<file path="src/acq_timer_pkg.sv">
package acq_timer_pkg;
    // Register byte offsets on the APB bus.
    localparam logic [7:0] CTRL_OFS = 8'h00;
    localparam logic [7:0] ACQ_DLY_OFS = 8'h04;
    localparam logic [7:0] INTEG_OFS = 8'h08;
    localparam logic [7:0] SS_DLY_OFS = 8'h0C;
    localparam logic [7:0] SS_WID_OFS = 8'h10;
    localparam logic [7:0] CS_PER_OFS = 8'h14;
    localparam logic [7:0] STATUS_OFS = 8'h18;
    localparam logic [7:0] LVL_WID_OFS = 8'h1C;
    // Control field positions.
    localparam int CTRL_LEVEL_BIT = 0;
    localparam int CTRL_SS_EN_BIT = 1;
    localparam int CTRL_CS_EN_BIT = 2;
    // Status field positions; the error flag is write-one-to-clear.
    localparam int STAT_BUSY_BIT = 3;
    localparam int STAT_ERR_BIT = 4;
    // Reset values of the configuration registers.
    localparam logic [2:0] CTRL_RST = 3'h2;
    localparam logic [23:0] ACQ_DLY_RST = 24'h000000;
    localparam logic [23:0] INTEG_RST = 24'h000186;
    localparam logic [23:0] SS_DLY_RST = 24'h000000;
    localparam logic [23:0] SS_WID_RST = 24'h000000;
    localparam logic [23:0] CS_PER_RST = 24'h000000;
    // Times in microseconds and the clock rate.
    localparam int CLK_PERIOD_NS = 10;
    localparam int US_NS = 1000;
    localparam int TICK_CYCLES = US_NS / CLK_PERIOD_NS;
    localparam int INITIAL_BUSY_US = 1561;
    localparam int FINAL_BUSY_US = 1553;
    localparam int ACQ_DLY_MAX_US = 335500;
    localparam int INTEG_MIN_US = 3800;
    localparam int INTEG_MAX_US = 6000000;
    localparam int INTEG_STEP_US = 10;
    localparam int CS_STEP_US = 10;
    // Sequencer states.
    typedef enum logic [2:0] {
        ST_IDLE = 3'b000,
        ST_BUSY1 = 3'b001,
        ST_ACQDLY = 3'b010,
        ST_INTEG = 3'b011,
        ST_BUSY2 = 3'b100,
        ST_RETURN = 3'b101
    } seq_state_t;
    // Configuration written by software.
    typedef struct packed {
        logic level_mode;
        logic ss_en;
        logic cs_en;
        logic [23:0] acq_dly_us;
        logic [23:0] integ_10us;
        logic [23:0] ss_dly_us;
        logic [23:0] ss_wid_us;
        logic [23:0] cs_per_10us;
    } cfg_t;
endpackage

</file>
<file path="src/ext_trigger_acq_strobe_timer.sv">
`timescale 1ns/1ns
// Function
// - Edge mode: trigger rising edge starts a cycle.
// - Busy, acquisition delay, integrate, final busy, end.
// - Acquisition delay 1 us steps adds to busy.
// - Edge mode integration from register, 10 us steps.
// - Single strobe rises after delay, lasts width.
// - Single strobe forced low at integration end.
// - Continuous strobe toggles only during integration.
// - Edge mode emits only complete strobe periods.
// - Period in 10 us steps, active if shorter.
// - Level mode integration equals trigger high time.
// - Short level pulse flags error, zero spectrum.
// - Level mode forces strobe low at end.
// - Level mode edge starts busy then delay.
// - Fifty percent duty; edge mode stops before unfinished period.
// - Spectrum returned before next trigger accepted.
// - Disabled single strobe stays low always.
module ext_trigger_acq_strobe_timer #(
    parameter int TICK_CYC = acq_timer_pkg::TICK_CYCLES,
    parameter int BUSY1_US = acq_timer_pkg::INITIAL_BUSY_US,
    parameter int BUSY2_US = acq_timer_pkg::FINAL_BUSY_US
) (
    // Clock and reset.
    input wire logic pclk,
    input wire logic presetn,
    // APB slave.
    input wire logic psel,
    input wire logic penable,
    input wire logic pwrite,
    input wire logic [7:0] paddr,
    input wire logic [31:0] pwdata,
    output logic [31:0] prdata,
    output logic pready,
    output logic pslverr,
    // Trigger input and strobe outputs.
    input wire logic ext_trigger,
    output logic single_strobe,
    output logic cont_strobe,
    // Readout handshake with the detector transfer logic.
    output logic readout_req,
    output logic zero_spectrum,
    input wire logic readout_done
);
    // Configuration and state registers.
    acq_timer_pkg::cfg_t cfg_reg;
    acq_timer_pkg::seq_state_t state_reg, state_next;
    logic [31:0] prdata_reg;
    logic err_reg;
    logic trig_q_reg;
    logic event_reg;
    logic [7:0] tick_cnt_reg;
    logic [23:0] ph_us_reg;
    logic [23:0] ss_us_reg;
    logic [1:0] ss_ph_reg;
    logic [23:0] cs_us_reg;
    logic cs_run_reg;
    logic [23:0] lvl_us_reg;
    logic lvl_fell_reg;
    logic ss_out_reg;
    logic cs_out_reg;

    // Bus decode.
    wire setup = psel && !penable;
    wire acc = psel && penable;
    wire hit_ctrl = (paddr == acq_timer_pkg::CTRL_OFS);
    wire hit_acq = (paddr == acq_timer_pkg::ACQ_DLY_OFS);
    wire hit_int = (paddr == acq_timer_pkg::INTEG_OFS);
    wire hit_ssd = (paddr == acq_timer_pkg::SS_DLY_OFS);
    wire hit_ssw = (paddr == acq_timer_pkg::SS_WID_OFS);
    wire hit_csp = (paddr == acq_timer_pkg::CS_PER_OFS);
    wire hit_st = (paddr == acq_timer_pkg::STATUS_OFS);
    wire hit_lvl = (paddr == acq_timer_pkg::LVL_WID_OFS);
    wire mapped = hit_ctrl | hit_acq | hit_int | hit_ssd | hit_ssw | hit_csp | hit_st | hit_lvl;
    wire wr = acc && pwrite && mapped;
    wire busy = (state_reg != acq_timer_pkg::ST_IDLE);
    wire [31:0] ctrl_rd = {29'h0, cfg_reg.cs_en, cfg_reg.ss_en, cfg_reg.level_mode};
    wire [31:0] st_rd = {27'h0, err_reg, busy, state_reg};
    wire [31:0] rd_mux = hit_ctrl ? ctrl_rd :
                         hit_acq ? {8'h0, cfg_reg.acq_dly_us} :
                         hit_int ? {8'h0, cfg_reg.integ_10us} :
                         hit_ssd ? {8'h0, cfg_reg.ss_dly_us} :
                         hit_ssw ? {8'h0, cfg_reg.ss_wid_us} :
                         hit_csp ? {8'h0, cfg_reg.cs_per_10us} :
                         hit_st ? st_rd :
                         hit_lvl ? {8'h0, lvl_us_reg} : 32'h0;
    assign pready = acc;
    assign pslverr = acc && !mapped;
    assign prdata = prdata_reg;

    // Microsecond tick and the derived interval limits.
    wire tick = (tick_cnt_reg == 8'(TICK_CYC - 1));
    wire rise = ext_trigger && !trig_q_reg;
    wire [23:0] integ_us = 24'(cfg_reg.integ_10us * acq_timer_pkg::INTEG_STEP_US);
    wire [23:0] per_us = 24'(cfg_reg.cs_per_10us * acq_timer_pkg::CS_STEP_US);
    wire [23:0] half_us = {1'b0, per_us[23:1]};
    wire [23:0] left_us = integ_us - ph_us_reg;
    wire lvl_short = lvl_us_reg < 24'(acq_timer_pkg::INTEG_MIN_US);
    // Same end-point rule as the edge mode, so integration lasts exactly the measured width.
    wire lvl_end = lvl_fell_reg && (ph_us_reg + 24'h000001 >= lvl_us_reg);
    wire lvl_cap = ph_us_reg >= 24'(acq_timer_pkg::INTEG_MAX_US);
    wire integ_end = tick && (cfg_reg.level_mode ? (lvl_end || lvl_cap)
                                                 : (ph_us_reg + 24'h000001 >= integ_us));
    wire cs_ok = (per_us != 24'h0) && (per_us < integ_us || cfg_reg.level_mode);
    wire leaving_integ = (state_reg == acq_timer_pkg::ST_INTEG) && integ_end;

    // Sequencer next state.
    always_comb
    begin
        state_next = state_reg;
        case (state_reg)
            acq_timer_pkg::ST_IDLE:
            begin
                // The trigger event is registered one clock after the rising edge is seen.
                if (event_reg)
                    state_next = acq_timer_pkg::ST_BUSY1;
            end
            acq_timer_pkg::ST_BUSY1:
            begin
                if (tick && ph_us_reg + 24'h000001 >= 24'(BUSY1_US))
                    state_next = (cfg_reg.acq_dly_us == 24'h0) ? acq_timer_pkg::ST_INTEG
                                                              : acq_timer_pkg::ST_ACQDLY;
            end
            acq_timer_pkg::ST_ACQDLY:
            begin
                if (tick && ph_us_reg + 24'h000001 >= cfg_reg.acq_dly_us)
                    state_next = acq_timer_pkg::ST_INTEG;
            end
            acq_timer_pkg::ST_INTEG:
            begin
                if (integ_end)
                    state_next = acq_timer_pkg::ST_BUSY2;
            end
            acq_timer_pkg::ST_BUSY2:
            begin
                if (tick && ph_us_reg + 24'h000001 >= 24'(BUSY2_US))
                    state_next = acq_timer_pkg::ST_RETURN;
            end
            acq_timer_pkg::ST_RETURN:
            begin
                // No new trigger until the transfer logic reports the spectrum sent.
                if (readout_done)
                    state_next = acq_timer_pkg::ST_IDLE;
            end
            default:
                state_next = acq_timer_pkg::ST_IDLE;
        endcase
    end

    // Bus registers; writes are taken in any state and act at once on running counters.
    always_ff @(posedge pclk or negedge presetn)
    begin
        if (!presetn)
        begin
            cfg_reg <= {acq_timer_pkg::CTRL_RST, acq_timer_pkg::ACQ_DLY_RST,
                        acq_timer_pkg::INTEG_RST, acq_timer_pkg::SS_DLY_RST,
                        acq_timer_pkg::SS_WID_RST, acq_timer_pkg::CS_PER_RST};
            prdata_reg <= 32'h0;
        end
        else
        begin
            if (setup)
                prdata_reg <= rd_mux;
            if (wr && hit_ctrl)
                {cfg_reg.cs_en, cfg_reg.ss_en, cfg_reg.level_mode} <= pwdata[2:0];
            if (wr && hit_acq)
                cfg_reg.acq_dly_us <= pwdata[23:0];
            if (wr && hit_int)
                cfg_reg.integ_10us <= pwdata[23:0];
            if (wr && hit_ssd)
                cfg_reg.ss_dly_us <= pwdata[23:0];
            if (wr && hit_ssw)
                cfg_reg.ss_wid_us <= pwdata[23:0];
            if (wr && hit_csp)
                cfg_reg.cs_per_10us <= pwdata[23:0];
        end
    end

    // Error flag: a short pulse sets it, a set beats a same-cycle clear.
    always_ff @(posedge pclk or negedge presetn)
    begin
        if (!presetn)
            err_reg <= 1'b0;
        else if (leaving_integ && cfg_reg.level_mode && lvl_short)
            err_reg <= 1'b1;
        else if (wr && hit_st && pwdata[acq_timer_pkg::STAT_ERR_BIT])
            err_reg <= 1'b0;
    end

    // Trigger sampling, tick divider, sequencer and phase timer.
    always_ff @(posedge pclk or negedge presetn)
    begin
        if (!presetn)
        begin
            trig_q_reg <= 1'b0;
            event_reg <= 1'b0;
            tick_cnt_reg <= 8'h0;
            state_reg <= acq_timer_pkg::ST_IDLE;
            ph_us_reg <= 24'h0;
        end
        else
        begin
            trig_q_reg <= ext_trigger;
            // Edges while busy are dropped outright rather than queued.
            event_reg <= rise && !busy && !event_reg;
            // The tick restarts at the event so intervals start on a whole microsecond.
            tick_cnt_reg <= (tick || event_reg) ? 8'h0 : tick_cnt_reg + 8'h01;
            state_reg <= state_next;
            if (state_next != state_reg)
                ph_us_reg <= 24'h0;
            else if (tick)
                ph_us_reg <= ph_us_reg + 24'h000001;
        end
    end

    // Level pulse width measured from the event until the trigger falls.
    always_ff @(posedge pclk or negedge presetn)
    begin
        if (!presetn)
        begin
            lvl_us_reg <= 24'h0;
            lvl_fell_reg <= 1'b0;
        end
        else if (event_reg)
        begin
            lvl_us_reg <= 24'h0;
            lvl_fell_reg <= 1'b0;
        end
        else if (busy && !lvl_fell_reg)
        begin
            if (!ext_trigger)
                lvl_fell_reg <= 1'b1;
            else if (tick)
                lvl_us_reg <= lvl_us_reg + 24'h000001;
        end
    end

    // Single strobe: phase 0 waits the delay, 1 is high, 2 is finished.
    always_ff @(posedge pclk or negedge presetn)
    begin
        if (!presetn)
        begin
            ss_us_reg <= 24'h0;
            ss_ph_reg <= 2'h2;
            ss_out_reg <= 1'b0;
        end
        else if (event_reg)
        begin
            ss_us_reg <= 24'h0;
            ss_ph_reg <= 2'h0;
            ss_out_reg <= 1'b0;
        end
        else if (leaving_integ || state_reg == acq_timer_pkg::ST_BUSY2)
        begin
            // Integration end cuts the pulse short whatever the width.
            ss_ph_reg <= 2'h2;
            ss_out_reg <= 1'b0;
        end
        else if (ss_ph_reg == 2'h0 && ss_us_reg >= cfg_reg.ss_dly_us)
        begin
            ss_us_reg <= 24'h0;
            ss_ph_reg <= (cfg_reg.ss_wid_us == 24'h0) ? 2'h2 : 2'h1;
            ss_out_reg <= (cfg_reg.ss_wid_us != 24'h0) && cfg_reg.ss_en;
        end
        else if (ss_ph_reg == 2'h1 && ss_us_reg >= cfg_reg.ss_wid_us)
        begin
            ss_ph_reg <= 2'h2;
            ss_out_reg <= 1'b0;
        end
        else
        begin
            if (tick && ss_ph_reg != 2'h2)
                ss_us_reg <= ss_us_reg + 24'h000001;
            ss_out_reg <= ss_out_reg && cfg_reg.ss_en;
        end
    end

    // Continuous strobe: high for the first half of each period.
    always_ff @(posedge pclk or negedge presetn)
    begin
        if (!presetn)
        begin
            cs_us_reg <= 24'h0;
            cs_run_reg <= 1'b0;
            cs_out_reg <= 1'b0;
        end
        else if (state_reg != acq_timer_pkg::ST_INTEG || leaving_integ)
        begin
            // Low outside integration; in level mode this truncates a period.
            cs_us_reg <= 24'h0;
            cs_run_reg <= (state_next == acq_timer_pkg::ST_INTEG) && cs_ok;
            cs_out_reg <= 1'b0;
        end
        else if (cs_run_reg)
        begin
            if (cs_us_reg == 24'h0 && !cfg_reg.level_mode && left_us < per_us)
            begin
                // Not enough time left for a whole period: stay low to the end.
                cs_run_reg <= 1'b0;
                cs_out_reg <= 1'b0;
            end
            else
            begin
                cs_out_reg <= cfg_reg.cs_en && (cs_us_reg < half_us);
                if (tick)
                    cs_us_reg <= (cs_us_reg + 24'h000001 >= per_us) ? 24'h0
                                 : cs_us_reg + 24'h000001;
            end
        end
        else
            cs_out_reg <= 1'b0;
    end

    // Strobe and readout outputs.
    assign single_strobe = ss_out_reg;
    assign cont_strobe = cs_out_reg;
    assign readout_req = (state_reg == acq_timer_pkg::ST_RETURN);
    assign zero_spectrum = err_reg;
endmodule

</file>
<file path="config.mk">
export PLATFORM = sky130hd
export DESIGN_NAME = ext_trigger_acq_strobe_timer
export DESIGN_NICKNAME = d
export VERILOG_FILES = /design/src/acq_timer_pkg.sv /design/src/ext_trigger_acq_strobe_timer.sv
export SDC_FILE = /design/constraint.sdc
export NUM_CORES = 1
export LEC_CHECK = 0
export BUFFER_PORTS_ARGS = -buffer_cell sky130_fd_sc_hd__buf_2
export CORE_MARGIN = 1.5
export CORE_UTILIZATION = 70
export CTS_BUF_LIST = sky130_fd_sc_hd__clkbuf_2 sky130_fd_sc_hd__clkbuf_4 sky130_fd_sc_hd__clkbuf_8
export DETAILED_ROUTE_END_ITERATION = 8
export GPL_ROUTABILITY_DRIVEN = 1
export HOLD_SLACK_MARGIN = 0.15
export PLACE_DENSITY = 0.86
export SLEW_MARGIN = 20
export SYNTH_ARGS = -nofsm -noshare
export SYNTH_HDL_FRONTEND = slang
export SYNTH_SLANG_ARGS = --single-unit
export TNS_END_PERCENT = 30
</file>
<file path="constraint.sdc">
create_clock -name pclk -period 10.05 [get_ports pclk]
set_input_delay 0.5025 -clock pclk [delete_from_list [all_inputs] [get_ports pclk]]
set_output_delay 0.5025 -clock pclk [all_outputs]
set_load 0.005 [all_outputs]
</file>
## Word level (Yosys, flattened, before mapping)

Index checks and enable logic that the tools add are counted.

- Bits in registers: 271
- Latch bits: 0
- Bits in writable memories: 0
- Bits in read-only memories: 0
- Input port bits: 47
- Output and inout port bits: 38
- Word-level logic and storage cells: 196
- Memories kept: 0

- $add $sub $neg: 6
- $mul: 2
- Div/mod/pow operators: 0
- Order comparisons: 13
- Equal/unequal tests: 22
- Shift operators: 0
- Mux-type cells: 54
- Bitwise logic cells: 7
- Reductions and logical operators: 69

Operator list:

| cell | number |
|---|---|
| $mux W24 | 24 |
| $ge A24 B24 Y1 | 6 |
| $add A24 B1 Y24 const B | 4 |
| $logic_not A24 Y1 | 3 |
| $ge A24 B11 Y1 const B | 2 |
| $lt A24 B24 Y1 | 2 |
| $mul A24 B3 Y23 const B | 2 |
| $reduce_bool A24 Y1 | 2 |
| $logic_and A1 B1 Y1 | 35 |
| $eq A8 B5 Y1 const B | 4 |
| $ge A24 B23 Y1 const B | 1 |
| $lt A24 B12 Y1 const B | 1 |
| $lt A24 B23 Y1 | 1 |
| $sub A24 B24 Y24 | 1 |
| $mux W3 | 6 |
| $pmux W3 S6 | 1 |
| $mux W1 | 17 |
| $eq A8 B4 Y1 const B | 2 |
| $reduce_bool A2 Y1 | 7 |
| $mux W2 | 5 |
| $eq A3 B2 Y1 const B | 3 |
| $reduce_and A3 Y1 | 3 |
| $add A8 B1 Y8 const B | 1 |
| $eq A8 B3 Y1 const B | 1 |
| other kinds (19) | 39 |

## Longest topological paths before layout

Gate-level depths: netlist of run 1.

- Depth after elaboration: 13
- Gate-level depth with buffers: 29
- Depth with buffers taken out: 28

## Worst setup path after synthesis of run 1

No wires, ideal clock.

- Path type: reg-to-reg
- Start point: register cfg_reg[73] (netlist name)
- End point: register cs_us_reg[18]
- Library setup time: 0.132 ns
- Arrival time: 5.678 ns
- Required time: 9.918 ns
- Setup slack: 4.240 ns
- Stages on the path, launching flop included: 28
- Path buffers: 1
- Period minus slack after synthesis: 5.810 ns
- Cell sequence: dfstp_2 > ha_1 > ha_1 > fa_1 > a211oi_1 > nor2_1 > o21a_1 > nor2_1 > xnor2_1 > ha_1 > a21oi_1 > o21ai_0 > a21o_1 > or3_1 > o211ai_1 > a31oi_1 > a31oi_1 > o21ai_0 > xor2_1 > ha_1 > a211oi_1 > nand4_1 > o21ai_0 > o21ai_0 > o21ai_1 > clkbuf_1 > mux2i_1 > nor2_1

- Word-level cells in the longest chain between the ends: 8
- Elaborated cells between the ends (all ways): 14
- Those cells by class: add/sub: 1; mul: 1; order compare: 2; eq/ne: 1; mux: 2; reduce/logical: 7

RTL lines:

| element | line | source |
|---|---|---|
| start: declaration | ext_trigger_acq_strobe_timer.sv:46 | `acq_timer_pkg::cfg_t cfg_reg;` |
| start signal: assignment | ext_trigger_acq_strobe_timer.sv:155 | `cfg_reg <= {acq_timer_pkg::CTRL_RST, acq_timer_pkg::ACQ_DLY_RST,` |
| $mul A24 B3 Y23 (*) | ext_trigger_acq_strobe_timer.sv:94 | `wire [23:0] integ_us = 24'(cfg_reg.integ_10us * acq_timer_pkg::INTEG_STEP_US);` |
| parallel branches: the longest is 7 deep, another holds $sub A24 B24 Y24 | - |  |
| end signal: assignment | ext_trigger_acq_strobe_timer.sv:306 | `cs_us_reg <= (cs_us_reg + 24'h000001 >= per_us) ? 24'h0` |
| end: declaration | ext_trigger_acq_strobe_timer.sv:56 | `logic [23:0] cs_us_reg;` |

Every way passes the cells marked *.
A chain may end at the register's enable or synchronous reset.

## Worst setup path in the final report of run 1

- Start point: register cfg_reg[73] (netlist name)
- End point: register cs_us_reg[10]

Same word-level chain as after synthesis.

==> results of run 1 <==
power by group through the flow:
stage          logic (mW)  registers (mW)  clock network (mW)
2_1_floorplan       0.196            1.14                   0
3_3_place_gp        0.298            1.15                   0
3_5_place_dp        0.306            1.16                   0
4_1_cts             0.309            1.14                1.06
5_1_grt             0.343            1.14                1.10
6_report            0.316            1.14                1.06
path summary, 6_finish.rpt:
check	start	to	slack, ns	depth (start not counted)
max	cfg_reg[73]$_DFFE_PN1P_	cs_us_reg[10]$_DFFE_PN0P_	3.05	26
min	pwdata[18]	cfg_reg[66]$_DFFE_PN0P_	0.19	2
max reg2reg	cfg_reg[73]$_DFFE_PN1P_	cs_us_reg[10]$_DFFE_PN0P_	3.05	26
min reg2reg	tick_cnt_reg[0]$_DFF_PN0_	tick_cnt_reg[0]$_DFF_PN0_	0.49	1
max in group asynchronous	presetn	lvl_us_reg[22]$_DFFE_PN0P_	8.05	3
min in group asynchronous	presetn	cs_run_reg$_DFF_PN0_	0.49	2
repair_timing:
action | CTS | global route
endpoints found under the hold margin | 106 | 0
resized for setup | 0 | 0
endpoints found under the setup margin | 0 | 0
hold buffers | 3 | 0
area by class of cell:
class                           count  share of cell area, %
Clock buffer                       72                   3.74
Inverter                          215                   3.36
Antenna cell                        1                 0.0104
Clock inverter                      9                  0.261
Tap cell                          402                   2.10
Multi-Input combinational cell   1954                   60.8
Timing Repair Buffer               92                   2.26
Sequential cell                   263                   27.4
cells in the mapped netlist, drive strengths merged, types with 7 or more instances:
cell	instances
xnor2	108
clkbuf	73
a21o	49
nand2	172
o21a	16
nand2b	25
mux2i	25
or2	8
ha	313
o211ai	19
or3	19
dfrtp	257
nor4b	7
and2	15
nor3	60
a22oi	40
nor3b	10
and3	19
o21ai	142
a21oi	128
mux2	124
nand3	58
buf	28
nor4	39
inv	215
a211o	7
a211oi	41
a2111oi	8
o2111ai	27
nor2b	33
xor2	35
nor2	205
nand4	50
nand3b	13
a31oi	50
routing by layer:
layer	vias up	global-route usage, %	routed length [µm]
met2	1209	66.0	31400
li1	9241	-	-
met1	9964	53.9	26800
met5	-	0	0
met3	227	8.20	6980
met4	0	19.7	3180
logic make-up (layout without fill, tap and decap cells):
kind of cell / count (synthesis) / count (layout)
DFF: 263 / 263
and+or+nand+nor: 751 / 751
other: 1 / 9
AOI/OAI and AO/OA: 586 / 586
xor gates and xnor gates: 143 / 143
adders and majority gates: 317 / 317
buffers and inverters: 316 / 388
muxes: 149 / 149
per-stage QoR:
step	setup WS [ns]	hold slack, ns	total power, mW
2_1_floorplan	4.24	0.207	1.34
3_3_place_gp	2.88	0.464	1.45
3_5_place_dp	2.93	0.475	1.46
4_1_cts	2.90	0.170	2.50
5_1_grt	2.52	0.164	2.59
6_report	3.05	0.190	2.51
==> results.cfg, run 1 <==
[status]
outcome = complete, no violations

[clocking]
clock_sinks = 263
h-tree-depth = 2
cts_setup_buffers = 0
clk_latency_ns = 0.66
root_buffer = clkbuf_8
clockBufferDepth = 3
numCtsBuffers = 46
cts_tree = yes
path_clk_slew_ns = 0.06

[cells_and_area]
largest_register_ffs = 123
regArea_um2 = 6590
layout.nets = 2935
post-route-util_pct = 76.3
layout_common_cells = ha_1 (313), dfrtp_1 (257), inv_1 (215), nor2_1 (204), nand2_1 (169)
stdcell_area_um2 = 24000
area_growth_pct = 7.33
final_common_cell = ha_1
nFillCells = 2214
final_cells = 3008
multi_input_area_um2 = 14600
drive_above_1_share_pct = 13.4

[global_route]
grt_max_degree = 111
globalRoute.totalOverflow = 0
track_usage_pct = 41.3
first_global_vias = 19700
antenna_found_initial = 1
grt_pass1_wl_mm = 107

[worst_setup_path]
cp_common_cell = ha_1
required_ns = 10.54
crit_family = compound AO/OA/AOI/OAI gates
end_kind = flop
path_max_fanout = 34
crit_slowest_cell = a2111oi_1
start_kind = flop
path_class = flop to flop
max_stage_delay_ns = 0.79
worst_ep_arrival_time_ns = 7.49
path_buf_inv = 0

[timing]
grt_setup_unrepaired = no
fin_crit_ns = 7.00
skew_ns = 0.0299
max_slew_margin_pct = 35.6
max_freq_ghz = 0.143
finalCritPeriodShare_pct = 69.6
setup_tns_ns = 0
hold_violations = 0
tightest_slew_ns = 0.966
slew_viol_final = 0
setup_viol = 0

[power]
p_leak_nw = 11.4
p_clk_share_pct = 42.0
swShare_pct = 29.8
switching_power_mw = 0.750
p_int_mw = 1.76
power_frac_seq_pct = 45.4
power_frac_comb_pct = 12.6
powerDensity_nw_per_um2 = 105
ir_drop_mv = 0.177

[synth]
synth_compound_area_share_pct = 17.4
synthMuxAreaShare_pct = 7.36
yosysSeqAreaShare_pct = 29.5
yosys.area_share.adder_pct = 17.8
ys_seq_elements = 263
synth.distinct_cells = 89
synth_top_family_by_area = adder cells
dominantRegCellSynth = dfrtp_1
avgSynthCellArea_um2 = 8.85
async_reset_ff_share_pct = 100
synth_top_area_share_pct = 28.8
synth_area_um2 = 22400
yosysWarnings = 0
synthXorXnorAreaFrac_pct = 5.60
synthTopCellsByArea = dfrtp_1 (29%), ha_1 (18%), mux2_2 (6.2%)
synthSimpleGateAreaFrac_pct = 16.7
synth-edff-count = 0
syn_inst = 2526
synth_top_cell_by_area = dfrtp_1

[floorplan]
fp.dieW_um = 182
die_area_um2 = 33000
io_pins = 85
die_h_um = 182
core_area_um2 = 31500
num_rows = 65
initial_core_util_pct = 71.1

[detailed_routing]
vias = 20600
firstDrtPassIters = 6
drc = 0
wirelength_mm = 68.3
drt-vias-per-instance = 6.86
dr.first_iter.drc_count = 1778
wl_per_cell_um = 22.7
postRouteAntennaNets = 0

[place]
dp_hpwl_mm = 52.2
placed_cells = 2923
place_area_um2 = 23000
io_buffers = 68
gp_congestion = 0.978

[job]
cap_violations = 0

[hold_path]
hp-class = input pin to flop
Power figures use the tool's default switching activity.
==> run 2: changes to the inputs <==
Settings changed: ABC_AREA from default to 1, CORE_UTILIZATION 70 to 65, PLACE_DENSITY 0.86 to 0.8.
Clock period 10.05 ns to 6.7 ns, I/O delays scaled along.
==> run 2 against run 1 <==
Combinational power increased by 79%. Clock power increased by 61%. First-iteration DRC count is 19% higher. Sequential power grew 46%. Power rose by 57%. Largest power group is now clock. Fmax is 15% higher. Via count up 5.5%.
==> results.cfg, run 2 <==
[place]
dp_hpwl_mm = 55.8
placed_cells = 3449
pre_cts_slack_ns = 0.479
io_buffers = 68
gp_congestion = 1.02

[global_route]
first_global_vias = 21200
antenna_found_initial = 3
grt_pass1_wl_mm = 112
globalRoute.totalOverflow = 0
track_usage_pct = 40.3
grt_max_degree = 114

[floorplan]
core_area_um2 = 33700
fp.dieW_um = 188
initial_core_util_pct = 66.3
die_area_um2 = 35500
die_h_um = 188
num_rows = 67
io_pins = 85

[worst_setup_path]
worst_ep_arrival_time_ns = 6.63
path_max_fanout = 26
startpoint = cfg_reg[73]$_DFFE_PN1P_
crit_slowest_cell = dfstp_2
path_buf_inv = 3
max_stage_delay_ns = 0.56
cp.depth = 28
timing.rr.end = cs_us_reg[21]$_DFFE_PN0P_
cp_common_cell = ha_1
reg2reg_from = cfg_reg[73]$_DFFE_PN1P_
crit_family = adder cells
start_kind = flop
path_class = flop to flop
required_ns = 7.23
r2r_cells = 28
ff2ff_setup_slack_ns = 0.60
end_kind = flop

[timing]
setup_ws_ns = 0.597
setup_tns_ns = 0
grt_setup_unrepaired = no
setup_viol = 0
slew_viol_final = 0
hold_slack_ns = 0.222
tightest_slew_ns = 1.11
hold_violations = 0
max_freq_ghz = 0.164
fin_crit_ns = 6.10
skew_ns = 0.0283
max_slew_margin_pct = 25.6
finalCritPeriodShare_pct = 91.1

[power]
power_frac_comb_pct = 14.3
swShare_pct = 30.2
p_int_mw = 2.76
switching_power_mw = 1.19
p_leak_nw = 13.1
powerDensity_nw_per_um2 = 162
ir_drop_mv = 0.219
p_clk_share_pct = 43.3
power_frac_seq_pct = 42.4

[hold_path]
whs_path_depth = 6
min_to = prdata[0]$_DFFE_PN0P_
min-delay-start = paddr[3]
hp-class = input pin to flop

[job]
cap_violations = 0

[synth]
synthSimpleGateAreaFrac_pct = 22.4
yosysSeqAreaShare_pct = 29.5
synthMuxAreaShare_pct = 0.504
synth_top_area_share_pct = 28.8
async_reset_ff_share_pct = 100
synthXorXnorAreaFrac_pct = 3.99
synth_top_cell_by_area = dfrtp_1
yosys-top-cells-count = nand2_1 (598), inv_1 (443), ha_1 (313)
dominantRegCellSynth = dfrtp_1
avgSynthCellArea_um2 = 7.50
yosysWarnings = 0
ys_seq_elements = 263
yosys.area_share.adder_pct = 17.8
synthTopCellsByArea = dfrtp_1 (29%), ha_1 (18%), nand2_1 (10%)
synth-edff-count = 0
yosysMostFrequentCell = nand2_1
synth_area_um2 = 22300
syn_inst = 2979
synth_compound_area_share_pct = 16.5
synth_top_family_by_area = simple AND/OR/NAND/NOR gates
synth.distinct_cells = 61

[cells_and_area]
final_cells = 3564
nFillCells = 2744
post-route-util_pct = 72.5
area_growth_pct = 9.40
layout.nets = 3441
layout_common_cells = nand2_1 (598), inv_1 (443), ha_1 (313), o21ai_0 (263), dfrtp_1 (257)
drive_above_1_share_pct = 8.70
final_common_cell = nand2_1
largest_register_ffs = 123

[detailed_routing]
vias = 21800
wl_per_cell_um = 20.0
wirelength_mm = 71.4
dr.first_iter.drc_count = 2108
firstDrtPassIters = 6
drc = 0
drt-vias-per-instance = 6.11
postRouteAntennaNets = 0

[clocking]
h-tree-depth = 2
clock_sinks = 263
clk_latency_ns = 0.64
cts_setup_buffers = 0
root_buffer = clkbuf_8
clockBufferDepth = 3
cts_tree = yes
numCtsBuffers = 48
path_clk_slew_ns = 0.06

[status]
outcome = complete, no violations
[run 2: cell families (layout without fill, tap and decap cells)]
| logic type | count (synthesis) | after routing |
|---|---|---|
| multiplexers | 10 | 10 |
| buffers and inverters | 530 | 659 |
| flip-flops | 263 | 263 |
| AND/OR/NAND/NOR | 1108 | 1108 |
| adder cells (fa/ha/maj) | 316 | 316 |
| XOR/XNOR | 101 | 101 |
| AO/OA/AOI/OAI | 650 | 650 |
| other | 1 | 9 |
[run 2: worst reg2reg max path: cells and delay by family (launching register included)]
family | cells | cell delay, ns
compound gates | 7 | 1.53
fa+ha+maj | 5 | 1.59
xor+xnor | 2 | 0.43
buf+inv | 3 | 0.47
simple gates | 11 | 1.42
flops | 1 | 0.56
[run 2: what timing repair did]
item	CTS	global route
endpoints found under the hold margin	232	0
hold buffers	27	0
setup endpoints to repair	0	9
gates resized for setup	0	1
[run 2: cell type report]
cell class | count | area [µm²] | area share, %
multi-input cells | 2193 | 13700 | 56.1
flip-flops and latches | 263 | 6590 | 27.0
inverters | 452 | 1700 | 6.94
clock buffers | 73 | 923 | 3.78
repair buffers | 120 | 808 | 3.31
well taps | 448 | 561 | 2.29
clock inverters | 14 | 145 | 0.594
diodes | 1 | 2.50 | 0.0102
[run 2: routing by layer]
metal  routed length [µm]  share of wire, %  global-route usage, %
met5                   38             0.053                      0
met4                 4530               6.3                   24.7
met3                 6520               9.1                   6.69
met2                32600                46                   65.9
met1                27700                39                   49.9
[run 2: how the worst max path moves through the flow]
| stage | endpoint | slack, ns |
|---|---|---|
| 6_report | cs_us_reg[21]$_DFFE_PN0P_ | 0.60 |
| 5_1_grt | cs_us_reg[13]$_DFFE_PN0P_ | 0.11 |
| 4_1_cts | cs_us_reg[13]$_DFFE_PN0P_ | 0.47 |
| 3_5_place_dp | cs_us_reg[21]$_DFFE_PN0P_ | 0.48 |
| 3_3_place_gp | cs_us_reg[22]$_DFFE_PN0P_ | 0.63 |
| 2_1_floorplan | cs_us_reg[20]$_DFFE_PN0P_ | 1.19 |
[run 2: metrics by stage]
stage	power, mW	area [µm²]
CTS	3.95	24400
finish	3.95	24400
global route	4.08	24400
global placement	2.22	23100
floorplan	2.08	22400
detailed placement	2.24	23100
[run 2: power by group through the flow]
stage	Clock (mW)	Combinational [mW]	Sequential, mW
after floorplan	0	0.388	1.69
after global placement	0	0.524	1.70
after detailed placement	0	0.540	1.70
after CTS	1.72	0.555	1.67
after global routing	1.79	0.613	1.68
final	1.71	0.566	1.67
